## src/verilog/rsdr_pkg.sv

```systemverilog
`default_nettype none
package rsdr_pkg;

   // ------------------------------------------------------------
   // Register indices (byte address is four times the index)
   // ------------------------------------------------------------
   localparam logic [7:0] IDX_FILT_CAL = 8'h2c;
   localparam logic [7:0] IDX_CONV_DISP = 8'h2d;
   localparam logic [7:0] IDX_CMD_STATUS = 8'h2e;
   localparam logic [7:0] IDX_VERSION = 8'h33;
   localparam logic [7:0] IDX_PAGE_CTRL = 8'h3a;
   localparam logic [7:0] IDX_DIRECT_CMD = 8'h3b;

   localparam logic [11:0] ADDR_FILT_CAL = {2'b00, IDX_FILT_CAL, 2'b00};
   localparam logic [11:0] ADDR_CONV_DISP = {2'b00, IDX_CONV_DISP, 2'b00};
   localparam logic [11:0] ADDR_CMD_STATUS = {2'b00, IDX_CMD_STATUS, 2'b00};
   localparam logic [11:0] ADDR_VERSION = {2'b00, IDX_VERSION, 2'b00};
   localparam logic [11:0] ADDR_PAGE_CTRL = {2'b00, IDX_PAGE_CTRL, 2'b00};
   localparam logic [11:0] ADDR_DIRECT_CMD = {2'b00, IDX_DIRECT_CMD, 2'b00};

   // ------------------------------------------------------------
   // Page control fields and reset value
   // ------------------------------------------------------------
   localparam int CAL_PAGE_LSB = 0;
   localparam int CONV_PAGE_LSB = 2;
   localparam int INSEL_LSB = 4;
   localparam logic [7:0] PAGE_CTRL_RST = 8'h00;
   localparam logic [1:0] PAGE_0 = 2'b00;
   localparam logic [1:0] PAGE_1 = 2'b01;
   localparam logic [1:0] PAGE_2 = 2'b10;

   // ------------------------------------------------------------
   // Direct command codes
   // ------------------------------------------------------------
   localparam logic [7:0] CMD_HOP_MAIN = 8'h84;
   localparam logic [7:0] CMD_HOP_AUX = 8'h85;
   localparam logic [7:0] CMD_ADC_TRIG = 8'h87;
   localparam logic [7:0] CMD_FILT_CAL = 8'h88;
   localparam logic [7:0] CMD_SUPP_AUTO = 8'ha2;
   localparam logic [7:0] CMD_SUPP_MAN = 8'ha3;
   localparam logic [7:0] CMD_VCO_AUTO = 8'ha4;
   localparam logic [7:0] CMD_VCO_MAN = 8'ha5;
   localparam logic [7:0] CMD_AGL_ON = 8'ha6;
   localparam logic [7:0] CMD_AGL_OFF = 8'ha7;

   // ------------------------------------------------------------
   // Completion flags, index into the done vector
   // ------------------------------------------------------------
   localparam int NUM_DONE = 4;
   localparam int DONE_ADC = 0;
   localparam int DONE_FCAL = 1;
   localparam int DONE_SUPP = 2;
   localparam int DONE_VCO = 3;

   // ------------------------------------------------------------
   // Timing
   // ------------------------------------------------------------
   localparam int CLK_PERIOD_NS = 8;
   localparam int ADC_SETTLE_NS = 20000;
   localparam int ADC_SETTLE_CYC = (ADC_SETTLE_NS + CLK_PERIOD_NS - 1) / CLK_PERIOD_NS;
   localparam logic [11:0] ADC_LAST = 12'(ADC_SETTLE_CYC - 1);
   localparam logic [11:0] ADC_CNT_RST = 12'h000;

   typedef enum logic [1:0] {
      ADC_IDLE = 2'b01,
      ADC_BUSY = 2'b10
   } rsdr_adc_state_t;

endpackage
`default_nettype wire

```

## src/verilog/rsdr_status_regs.sv

```systemverilog
`timescale 1ns/1ps
`default_nettype none
// Function
// - Calibration display page two shows the high pass trim result in bits 7 to 4.
// - Calibration display page two shows the low pass trim result in bits 3 to 0.
// - Converter display page zero shows the 8-bit converter result of the selected input.
// - A conversion starts only on the trigger command and its result is shown 20 us later.
// - Converter display page one bit 7 is 0 for a crystal and 1 for a grounded oscillator input.
// - Converter display page one bits 2 to 0 show the supply voltage setting in use.
// - Converter display page one bits 6 to 3 read as zero.
// - Status bit 6 is set when a range selection command finishes and raises an interrupt.
// - Status bit 5 is set when a supply level command finishes and raises an interrupt.
// - Status bit 4 is set when filter calibration finishes and raises an interrupt.
// - Status bit 3 is set when the conversion finishes and raises an interrupt.
// - Status bit 2 reads 1 while anti-collision support is on.
// - Status bit 1 shows the gain-leveling state set by the on and off commands.
// - Status bit 0 shows auxiliary synthesizer selection set by the hop commands.
// - A read-only register returns a fixed device version number.
module rsdr_status_regs
   import rsdr_pkg::*;
#(
   parameter logic [7:0] DEVICE_VERSION = 8'h5a // Arbitrary value
) (
   input wire logic pclk,
   input wire logic presetn,
   input wire logic [11:0] paddr,
   input wire logic psel,
   input wire logic penable,
   input wire logic pwrite,
   input wire logic [31:0] pwdata,
   output logic [31:0] prdata,
   output logic pready,
   output logic pslverr,
   input wire logic [3:0] highpass_trim_result,
   input wire logic [3:0] lowpass_trim_result,
   input wire logic [2:0] supply_voltage_setting,
   input wire logic osci_grounded,
   input wire logic anticollision_support_on,
   input wire logic vco_range_done,
   input wire logic supply_level_done,
   input wire logic filter_cal_done,
   input wire logic [7:0] converter_sample,
   output logic direct_cmd_strobe,
   output logic [7:0] direct_cmd_code,
   output logic converter_start,
   output logic [3:0] converter_input_select,
   output logic gain_leveling_on,
   output logic aux_synth_selected,
   output logic cmd_event_irq
);

   // ------------------------------------------------------------
   // Declarations
   // ------------------------------------------------------------
   logic ready_reg;
   logic [31:0] rdata_reg;
   logic slverr_reg;
   logic [7:0] page_ctrl_reg;
   logic cmd_strobe_reg;
   logic [7:0] cmd_code_reg;
   logic agl_reg;
   logic aux_reg;
   logic irq_reg;
   logic osc_sync1_reg;
   logic osc_sync2_reg;
   rsdr_adc_state_t adc_state_reg;
   rsdr_adc_state_t adc_state_next;
   logic [11:0] adc_cnt_reg;
   logic [11:0] adc_cnt_next;
   logic [7:0] adc_result_reg;
   logic adc_start_reg;

   logic access;
   logic setup_done;
   logic rd_take;
   logic wr_fire;
   logic hit_filt;
   logic hit_conv;
   logic hit_stat;
   logic hit_ver;
   logic hit_ctrl;
   logic hit_cmd;
   logic hit_disp;
   logic addr_ok;
   logic [1:0] calib_display_page_select;
   logic [1:0] converter_display_page_select;
   logic [7:0] filt_disp;
   logic [7:0] conv_disp;
   logic [7:0] stat_disp;
   logic [7:0] rd_byte;
   logic cmd_wr;
   logic [7:0] cmd_val;
   logic adc_trig;
   logic adc_finish;
   logic [NUM_DONE-1:0] done_set;
   logic [NUM_DONE-1:0] done_clr;
   logic [NUM_DONE-1:0] done_flag;
   logic [NUM_DONE-1:0] done_rise;

   // ------------------------------------------------------------
   // APB decode
   // ------------------------------------------------------------
   assign access = psel & penable;
   assign setup_done = access & ~ready_reg;
   assign rd_take = setup_done & ~pwrite;
   assign wr_fire = access & ready_reg & pwrite & addr_ok;
   assign hit_filt = (paddr == ADDR_FILT_CAL);
   assign hit_conv = (paddr == ADDR_CONV_DISP);
   assign hit_stat = (paddr == ADDR_CMD_STATUS);
   assign hit_ver = (paddr == ADDR_VERSION);
   assign hit_ctrl = (paddr == ADDR_PAGE_CTRL);
   assign hit_cmd = (paddr == ADDR_DIRECT_CMD);
   assign hit_disp = hit_filt | hit_conv | hit_stat | hit_ver;
   assign addr_ok = hit_disp | hit_ctrl | hit_cmd;

   assign calib_display_page_select = page_ctrl_reg[CAL_PAGE_LSB +: 2];
   assign converter_display_page_select = page_ctrl_reg[CONV_PAGE_LSB +: 2];

   // ------------------------------------------------------------
   // Display contents
   // ------------------------------------------------------------
   assign filt_disp = (calib_display_page_select == PAGE_2) ?
      {highpass_trim_result, lowpass_trim_result} : 8'h00;

   assign conv_disp = (converter_display_page_select == PAGE_0) ? adc_result_reg :
      (converter_display_page_select == PAGE_1) ?
      {osc_sync2_reg, 4'h0, supply_voltage_setting} : 8'h00;

   assign stat_disp = {1'b0, done_flag, anticollision_support_on, agl_reg, aux_reg};

   assign rd_byte = hit_filt ? filt_disp :
      hit_conv ? conv_disp :
      hit_stat ? stat_disp :
      hit_ver ? DEVICE_VERSION :
      hit_ctrl ? page_ctrl_reg : 8'h00;

   // ------------------------------------------------------------
   // APB answer, one wait state
   // ------------------------------------------------------------
   always_ff @(posedge pclk or negedge presetn) begin
      if (!presetn) begin
         ready_reg <= 1'b0;
         rdata_reg <= 32'h0000_0000;
         slverr_reg <= 1'b0;
      end else begin
         ready_reg <= setup_done;
         if (setup_done) begin
            rdata_reg <= pwrite ? 32'h0000_0000 : {24'h00_0000, rd_byte};
            slverr_reg <= ~addr_ok;
         end
      end
   end

   assign prdata = rdata_reg;
   assign pready = ready_reg;
   assign pslverr = slverr_reg;

   // ------------------------------------------------------------
   // Page control; display addresses take no write
   // ------------------------------------------------------------
   always_ff @(posedge pclk or negedge presetn) begin
      if (!presetn) begin
         page_ctrl_reg <= PAGE_CTRL_RST;
      end else if (wr_fire & hit_ctrl) begin
         page_ctrl_reg <= pwdata[7:0];
      end
   end

   assign converter_input_select = page_ctrl_reg[INSEL_LSB +: 4];

   // ------------------------------------------------------------
   // Direct commands
   // ------------------------------------------------------------
   assign cmd_wr = wr_fire & hit_cmd;
   assign cmd_val = pwdata[7:0];

   always_ff @(posedge pclk or negedge presetn) begin
      if (!presetn) begin
         cmd_strobe_reg <= 1'b0;
         cmd_code_reg <= 8'h00;
      end else begin
         cmd_strobe_reg <= cmd_wr;
         if (cmd_wr) begin
            cmd_code_reg <= cmd_val;
         end
      end
   end

   assign direct_cmd_strobe = cmd_strobe_reg;
   assign direct_cmd_code = cmd_code_reg;

   // Gain leveling and synthesizer selection follow their commands
   always_ff @(posedge pclk or negedge presetn) begin
      if (!presetn) begin
         agl_reg <= 1'b0;
         aux_reg <= 1'b0;
      end else if (cmd_wr) begin
         if (cmd_val == CMD_AGL_ON) begin
            agl_reg <= 1'b1;
         end else if (cmd_val == CMD_AGL_OFF) begin
            agl_reg <= 1'b0;
         end
         if (cmd_val == CMD_HOP_AUX) begin
            aux_reg <= 1'b1;
         end else if (cmd_val == CMD_HOP_MAIN) begin
            aux_reg <= 1'b0;
         end
      end
   end

   assign gain_leveling_on = agl_reg;
   assign aux_synth_selected = aux_reg;

   // ------------------------------------------------------------
   // Oscillator mode pin synchroniser
   // ------------------------------------------------------------
   always_ff @(posedge pclk or negedge presetn) begin
      if (!presetn) begin
         osc_sync1_reg <= 1'b0;
         osc_sync2_reg <= 1'b0;
      end else begin
         osc_sync1_reg <= osci_grounded;
         osc_sync2_reg <= osc_sync1_reg;
      end
   end

   // ------------------------------------------------------------
   // Converter sequencing
   // ------------------------------------------------------------
   // A trigger during a running conversion is ignored
   assign adc_trig = cmd_wr & (cmd_val == CMD_ADC_TRIG) & (adc_state_reg == ADC_IDLE);
   assign adc_finish = (adc_state_reg == ADC_BUSY) & (adc_cnt_reg == ADC_LAST);

   always_comb begin
      adc_state_next = adc_state_reg;
      adc_cnt_next = adc_cnt_reg;
      case (adc_state_reg)
         ADC_IDLE: begin
            adc_cnt_next = ADC_CNT_RST;
            if (adc_trig) begin
               adc_state_next = ADC_BUSY;
            end
         end
         ADC_BUSY: begin
            if (adc_finish) begin
               adc_state_next = ADC_IDLE;
               adc_cnt_next = ADC_CNT_RST;
            end else begin
               adc_cnt_next = adc_cnt_reg + 12'h001;
            end
         end
         default: begin
            adc_state_next = ADC_IDLE;
            adc_cnt_next = ADC_CNT_RST;
         end
      endcase
   end

   always_ff @(posedge pclk or negedge presetn) begin
      if (!presetn) begin
         adc_state_reg <= ADC_IDLE;
         adc_cnt_reg <= ADC_CNT_RST;
         adc_start_reg <= 1'b0;
         adc_result_reg <= 8'h00;
      end else begin
         adc_state_reg <= adc_state_next;
         adc_cnt_reg <= adc_cnt_next;
         adc_start_reg <= adc_trig;
         if (adc_finish) begin
            adc_result_reg <= converter_sample;
         end
      end
   end

   assign converter_start = adc_start_reg;

   // ------------------------------------------------------------
   // Completion flags and interrupt event
   // ------------------------------------------------------------
   assign done_set[DONE_ADC] = adc_finish;
   assign done_set[DONE_FCAL] = filter_cal_done;
   assign done_set[DONE_SUPP] = supply_level_done;
   assign done_set[DONE_VCO] = vco_range_done;
   assign done_clr[DONE_ADC] = adc_trig;
   assign done_clr[DONE_FCAL] = cmd_wr & (cmd_val == CMD_FILT_CAL);
   assign done_clr[DONE_SUPP] = cmd_wr & ((cmd_val == CMD_SUPP_AUTO) | (cmd_val == CMD_SUPP_MAN));
   assign done_clr[DONE_VCO] = cmd_wr & ((cmd_val == CMD_VCO_AUTO) | (cmd_val == CMD_VCO_MAN));

   genvar gi;
   generate
      for (gi = 0; gi < NUM_DONE; gi = gi + 1) begin : g_done
         rsdr_done_flag u_flag (
            .pclk(pclk),
            .presetn(presetn),
            .set_evt(done_set[gi]),
            .clr_evt(done_clr[gi]),
            .flag(done_flag[gi]),
            .rise(done_rise[gi])
         );
      end
   endgenerate

   always_ff @(posedge pclk or negedge presetn) begin
      if (!presetn) begin
         irq_reg <= 1'b0;
      end else begin
         irq_reg <= |done_rise;
      end
   end

   assign cmd_event_irq = irq_reg;

   // ------------------------------------------------------------
   // Checks
   // ------------------------------------------------------------
   chk_highpass_page: assert property (@(posedge pclk) disable iff (!presetn)
      (rd_take & hit_filt & (calib_display_page_select == PAGE_2))
      |=> (prdata[7:4] == $past(highpass_trim_result)))
      else $error("high pass trim not shown on page two");

   chk_lowpass_page: assert property (@(posedge pclk) disable iff (!presetn)
      (rd_take & hit_filt & (calib_display_page_select == PAGE_2))
      |=> (prdata[3:0] == $past(lowpass_trim_result)) && pready)
      else $error("low pass trim not shown on page two");

   chk_adc_capture: assert property (@(posedge pclk) disable iff (!presetn)
      adc_finish |=> (adc_result_reg == $past(converter_sample)) && cmd_event_irq)
      else $error("converter result not captured");

   chk_adc_settle: assert property (@(posedge pclk) disable iff (!presetn)
      converter_start |-> (adc_cnt_reg == ADC_CNT_RST) && !adc_finish
      ##1 (adc_state_reg == ADC_BUSY) [*8])
      else $error("conversion ended too early");

   chk_adc_trigger: assert property (@(posedge pclk) disable iff (!presetn)
      $rose(adc_state_reg == ADC_BUSY) |-> $past(cmd_wr && (cmd_val == CMD_ADC_TRIG)))
      else $error("conversion started without trigger command");

   chk_osc_mode: assert property (@(posedge pclk) disable iff (!presetn)
      (rd_take & hit_conv & (converter_display_page_select == PAGE_1))
      |=> (prdata[7] == $past(osc_sync2_reg)) && (prdata[2:0] == $past(supply_voltage_setting)))
      else $error("oscillator or supply page wrong");

   chk_reserved_zero: assert property (@(posedge pclk) disable iff (!presetn)
      (rd_take & hit_conv & (converter_display_page_select == PAGE_1))
      |=> (prdata[6:3] == 4'h0))
      else $error("reserved bits not zero");

   chk_agl_follow: assert property (@(posedge pclk) disable iff (!presetn)
      (cmd_wr & (cmd_val == CMD_AGL_ON)) |=> gain_leveling_on ##1 gain_leveling_on)
      else $error("gain leveling not enabled by command");

   chk_version_read: assert property (@(posedge pclk) disable iff (!presetn)
      (rd_take & hit_ver) |=> (prdata == {24'h00_0000, DEVICE_VERSION}) && !pslverr)
      else $error("version register wrong");

   chk_display_ro: assert property (@(posedge pclk) disable iff (!presetn)
      (wr_fire & hit_disp) |=> $stable(page_ctrl_reg) && !direct_cmd_strobe)
      else $error("display write had an effect");

endmodule // rsdr_status_regs
`default_nettype wire

```

## src/verilog/rsdr_done_flag.sv

```systemverilog
`timescale 1ns/1ps
`default_nettype none
module rsdr_done_flag
   import rsdr_pkg::*;
(
   input wire logic pclk,
   input wire logic presetn,
   input wire logic set_evt,
   input wire logic clr_evt,
   output logic flag,
   output logic rise
);

   logic flag_reg;

   // Set wins over clear in the same cycle
   always_ff @(posedge pclk or negedge presetn) begin
      if (!presetn) begin
         flag_reg <= 1'b0;
      end else if (set_evt) begin
         flag_reg <= 1'b1;
      end else if (clr_evt) begin
         flag_reg <= 1'b0;
      end
   end

   assign flag = flag_reg;
   assign rise = set_evt & ~flag_reg;

   chk_set_wins: assert property (@(posedge pclk) disable iff (!presetn)
      set_evt |=> flag_reg)
      else $error("done flag lost its set event");

endmodule // rsdr_done_flag
`default_nettype wire

```

## config.mk

```make
export PLATFORM = sky130hd
export DESIGN_NAME = rsdr_status_regs
export DESIGN_NICKNAME = d
export VERILOG_FILES = /design/src/verilog/rsdr_pkg.sv /design/src/verilog/rsdr_status_regs.sv /design/src/verilog/rsdr_done_flag.sv
export SDC_FILE = /design/constraint.sdc
export NUM_CORES = 1
export LEC_CHECK = 0
export BUFFER_PORTS_ARGS = -buffer_cell sky130_fd_sc_hd__buf_2
export CORE_UTILIZATION = 49
export CTS_BUF_LIST = sky130_fd_sc_hd__clkbuf_16
export DETAILED_ROUTE_END_ITERATION = 7
export PLACE_DENSITY = 0.82
export SLEW_MARGIN = 10
export SYNTH_ARGS = -nofsm -noshare
export SYNTH_HDL_FRONTEND = slang
export SYNTH_SLANG_ARGS = --single-unit
```

## constraint.sdc

```tcl
create_clock -name pclk -period 2.45 [get_ports pclk]
set_input_delay 0 -clock pclk [delete_from_list [all_inputs] [get_ports pclk]]
set_output_delay 0 -clock pclk [all_outputs]
set_load 0.05 [all_outputs]
```

======== Yosys cells after proc, flatten, opt, wreduce, memory -nomap -nowiden ========
Index checks and enable logic that the tools add are counted.
storage, ports and cells
  bits in writable memories ............... 0
  register bits after elaboration ......... 83
  ROM bits ................................ 0
  bits of input ports ..................... 73
  latch bits .............................. 0
  memories ................................ 0
operators by class
  equality and inequality tests ........... 23
  muxes and demuxes ....................... 26
  shift operators ......................... 0
  bitwise logic cells ..................... 30
  multiply operators ...................... 0
  add/subtract/negate cells ............... 1
  reduce and logical (&&, ||, !) cells .... 11
  divide/modulo/power cells ............... 0
  $lt $le $gt $ge ......................... 0
operators with widths
  operator                                               number
  == test 8 bit, second input constant                   10
  == test 12 x 8 -> 1 bit, second input constant         6
  2-to-1 mux 8 bit                                       9
  2-to-1 mux 12 bit                                      2
  AND 1 bit                                              17
  adder 12 x 1 -> 12 bit, second input constant          1
  == test 12 bit, second input constant                  1
  2-to-1 mux 1 bit                                       12
  nonzero test 2 bit                                     6
  OR 1 bit                                               7
  NOT 1 bit                                              6
  AND reduction 2 bit                                    3
  == test 2 x 1 -> 1 bit, second input constant          2
  == test 2 bit, second input constant                   2
  2-to-1 mux 2 bit                                       2
  case mux 2 bit (2 select lines)                        1
  OR reduction 4 bit                                     1
  logical NOT 2 bit                                      1
  inequality test 2 x 1 -> 1 bit, second input constant  1
  inequality test 2 bit, second input constant           1

======== Logic depth before layout (Yosys ltp) ========
  depth after elaboration ................. 12
  gate-level depth with buffers ........... 6
  gate-level depth less buffers ........... 5

======== Hierarchy ========
Synthesis repeated with hierarchy kept, for this count alone.
second synthesis, totals
  cells, all modules ...................... 307
  area, all modules ....................... 3,239.4 um^2
modules (own cells, without submodules)
  module            area an instance (um^2)  cells each  seq. area each (um^2)  times used
  rsdr_status_regs  3,069.2                  291         1,377.6                1
  rsdr_done_flag    42.5                     4           25.0                   4

======== Worst setup path after synthesis ========
No wires, ideal clock.
  path kind ............................... reg2reg
  start ................................... register ready_reg, in the netlist pready
  end ..................................... register aux_reg, in the netlist aux_synth_selected
  cell stages (with the launch flop) ...... 5
  required time ........................... 2.322 ns
  arrival time ............................ 1.814 ns
  slack ................................... 0.509 ns
  cell sequence ........................... dfrtp_1 > nand4_1 > or4_4 > nor4_2 > mux2_1
between the ends
  word-level cells in the longest chain between the ends .. 5
ends and longest elaborated chain
  what                           line                     source
  start: declaration             rsdr_status_regs.sv:55   logic ready_reg;
  start signal: assignment       rsdr_status_regs.sv:146  ready_reg <= setup_done;
  AND 1 bit (3 in series)        rsdr_status_regs.sv:106  assign wr_fire = access & ready_reg & pwrite & addr_ok;
  AND 1 bit                      rsdr_status_regs.sv:174  assign cmd_wr = wr_fire & hit_cmd;
  AND reduction 2 bit (no line)  --
  end signal: assignment         rsdr_status_regs.sv:196  aux_reg <= 1'b0;
  end signal: assignment         rsdr_status_regs.sv:204  aux_reg <= 1'b1;
  end signal: assignment         rsdr_status_regs.sv:206  aux_reg <= 1'b0;
  end: declaration               rsdr_status_regs.sv:62   logic aux_reg;
Every way passes these cells.
A chain may end at the register's enable or synchronous reset.

======== Worst setup path after layout ========
  start ................................... input port pwdata[3]
  end ..................................... register g_done[2].u_flag.flag_reg
between the ends
  word-level cells in the longest chain between the ends .. 4
  elaborated cells between the ends (all ways) .. 5
  those cells by class .................... eq/ne: 2; bitwise: 2; reduce/logical: 1
ends and longest elaborated chain
  what                            line                     source
  start: declaration              rsdr_status_regs.sv:30   input wire logic [31:0] pwdata,
  == test 8 bit                   rsdr_status_regs.sv:286  assign done_clr[DONE_SUPP] = cmd_wr & ((cmd_val == CMD_SUPP_AUTO) | (cmd_val == CMD_SUPP_MAN));
  OR 1 bit *                      rsdr_status_regs.sv:286
  AND 1 bit *                     rsdr_status_regs.sv:286
  nonzero test 2 bit (no line) *  --
  end signal: assignment          rsdr_done_flag.sv:19     flag_reg <= 1'b0;
  end signal: assignment          rsdr_done_flag.sv:21     flag_reg <= 1'b1;
  end signal: assignment          rsdr_done_flag.sv:23     flag_reg <= 1'b0;
  end: declaration                rsdr_done_flag.sv:14     logic flag_reg;
Every way passes the cells marked *; elsewhere a longest branch is shown, timed or not.

==> key figures <==
Drt
  • DRT Wirelength: 7.56 mm
  • Initial DRC count: 182
  • Avg Vias per Cell: around 5.6
  • DRC violations left: 0
  • Wire length per cell: around 15 um
  • Vias after detailed routing: 2,747
  • Post-route ant nets: 0
  • Drt first pass iters: 4

CTS
  • CTS H-tree depth: 3
  • CTS tree: done
  • Worst-path clk slew: approximately 50 ps
  • Clk buf depth: 2
  • Worst-Skew Late Latency: 320 ps
  • Total CTS buffers: 9
  • Clk sinks: between 50 and 60
  • Clock root buffer: clkbuf_16

Place
  • GP Congestion: just over 0.9
  • Port Buffers: 75
  • Dpl hpwl: roughly 5.4 mm
  • Dpl cells: between 400 and 500

Hold path
  • Hold Crit Class: input pin to flip-flop
  • Hold path cells: 3

Synth
  • Syn avg cell area: about 10 um2
  • Mapped Area: between 0.003 and 0.004 mm2
  • EDFF count, synth: 0
  • Mapped Cells: around 310
  • FF+latch count, synth: about 60
  • FFs w/ async S/R, synth: 100%
  • Post-synth cell types: 54
  • Primary FF master, synth: dfrtp_1
  • Syn. warnings: 0
  • Register area share after synthesis: 46.0%

Cells and area
  • FF+latch area: 0.00148 mm2
  • Final Net Count: just under 500
  • Layout cells sized above 1: between 20% and 30%
  • Layout area overhead: 24.6%
  • Multi-input gate area: about 0.0015 mm2
  • Fillcell total: a little over 500
  • Max reg flops: 12
  • Ant. Diodes: 0
  • Finished Layout Cells: 489

Timing
  • Min Tclk post-route: between 2000 and 2500 ps
  • Fin Hold WS: roughly 13 ps
  • Setup Skew: around 7.4 ps
  • Worst-margin pin slew: between 700 and 800 ps
  • Fin. max-slew vios: 0
  • Period utilization: 93.0%
  • Max Clk Rate: approximately 440 MHz
  • Final hold vios: 0
  • Finish-stage setup viols: 0
  • Relative slew slack: roughly 50%
  • RSZ-0062 raised after global routing: false
  • Setup TNS: 0 ps

GRT
  • Largest net degree at the start of global routing: 33
  • Total grt overflow: 0
  • Vias in the first global route: 2,582
  • First-pass GRT wire length: ~12 mm
  • GRT Total Usage: about 23%
  • Initial antenna violation count: 0

Power and ir drop
  • Design Power: around 2.3 mW
  • Switching pwr: 582 uW
  • Gate power share: a little over a tenth
  • Switching Share: between 20% and 30%
  • Pwr dens: 576 mW/mm2
  • Static leakage: approximately 1.9 nW
  • Proportion of power drawn by the clock network: between 40% and 50%
  • Max VDD drop: between 0.3 and 0.4 mV
  • Reg power frac: 43.0%
  • Cell Int Power: ~1.7 mW

Die
  • Die footprint: 0.00688 mm2
  • Initial core utilization: 50.6%
  • Die H: ~83 um
  • Rows: 29
  • Die Span X: between 80 and 90 um
  • Core Region: around 0.0063 mm2
  • Io pins: 124

Critical path
  • CP endpoint kind: flip-flop
  • Reg2Reg Depth: 5
  • Worst Path Arrival: 2480 ps
  • Maximum fanout along the worst path: 4
  • R2R setup slack: roughly 700 ps
  • CP Launch Type: input pin
  • CP Class: input pin to flip-flop
  • CP required: 2650 ps

Outcome
  • Status: completed

Job
  • Max Cap Viol: 0
through the flow:
| step | area [um2] | util, % | setup slack (ps) |
|---|---|---|---|
| after CTS | 4000 | 63.0 | 255 |
| after floorplan | 3300 | - | 509 |
| after detailed placement | 3550 | 55.9 | 329 |
| after global placement | 3550 | 55.9 | 349 |
| after global routing | 4000 | 63.0 | 12.3 |
| final | 4000 | 63.0 | 171 |
placed cells by master (no fill, tap or decap), types with 6 or more instances in the layout:
master | netlist | final
mux2_2 | 24 | 24
clkbuf_16 | 0 | 9
dfrtp_1 | 58 | 58
buf_2 | 1 | 75
nand3b_1 | 8 | 8
conb_1 | 1 | 24
nand4_1 | 8 | 8
o21ai_0 | 11 | 11
nand3_1 | 8 | 8
inv_1 | 11 | 12
nor2b_1 | 6 | 6
nor2_1 | 23 | 23
dlygate4sd3_1 | 0 | 20
a21oi_1 | 8 | 8
nand2_1 | 14 | 14
area by class of cell:
type | count | share of cell area [%]
multi-input cells | 228 | 38.2
flip-flops and latches | 59 | 36.9
repair buffers | 99 | 15.1
clock buffers | 9 | 5.63
well taps | 77 | 2.41
inverters | 11 | 1.03
clock inverters | 6 | 0.626
synthesized netlist by cell type (4+ instances only):
library cell,number,area [um2]
inv_1,11,41.3
nand4_1,8,50.1
xnor2_1,4,35.0
nor2_1,23,86.3
nor3_1,5,25.0
nand3b_1,8,60.1
o21ai_0,11,55.1
mux2i_1,5,50.1
clkbuf_1,9,33.8
a21boi_0,4,30.0
a31oi_1,4,25.0
xor2_1,5,43.8
nand2_1,14,52.6
dfrtp_1,58,1450
and2_1,4,25.0
nand2b_1,4,25.0
nor2b_1,6,37.5
buf_4,28,210
mux2_2,24,270
a21oi_1,8,40.0
nor4bb_1,4,40.0
nor4_1,5,31.3
nand3_1,8,40.0
a22oi_1,4,30.0
cell families (layout without fill, tap and decap cells):
logic type               count (synthesis)  count (layout)  share of synthesized area (%)
AO/OA/AOI/OAI                           55              55                           11.8
XOR/XNOR                                 9               9                           2.46
adder cells (fa/ha/maj)                  1               1                          0.390
buffers and inverters                   49             125                           9.04
flip-flops                              59              59                           46.0
multiplexers                            30              30                           10.3
other                                    1              24                          0.117
AND/OR/NAND/NOR                        109             109                           19.8
path summary, 6_finish.rpt:
| kind | from | end |
|---|---|---|
| max | pwdata[3] | g_done[2].u_flag.flag |
| min | highpass_trim_result[1] | prdata[5] |
| max reg2reg | adc_cnt_reg[0] | adc_cnt_reg[9] |
| min reg2reg | osc_sync1_reg | osc_sync2_reg |
| max in group asynchronous | presetn | g_done[3].u_flag.flag |
| min in group asynchronous | presetn | prdata[2] |
critical path, cell delays in order:
cell and delay [ps]:
dlygate4sd3_1 530, buf_2 160, nor4b_1 680, nor4bb_1 400, a31oi_1 130, dlygate4sd3_1 580
power groups by stage:
stage	Combinational [mW]	Clock, mW	Sequential [mW]
6_report	0.251	1.06	0.990
5_1_grt	0.270	1.11	0.991
4_1_cts	0.251	1.07	0.990
3_5_place_dp	0.226	0	1.01
3_3_place_gp	0.222	0	1.01
2_1_floorplan	0.162	0	1.01
routing by layer:
metal  global-route usage [%]  part of all wire (%)  vias up
met5                        0                     0        -
met4                     7.99                   1.2        0
met3                     5.77                   7.1        9
met2                     37.4                    49      119
met1                     28.5                    43     1334
li1                         -                     -     1285
repair_timing:
item,CTS,global route
hold buffers,20,0
resized for setup,0,0
hold endpoints to repair,50,0
buffers inserted,0,0
Note: power is estimated with default switching activity, not from simulation.
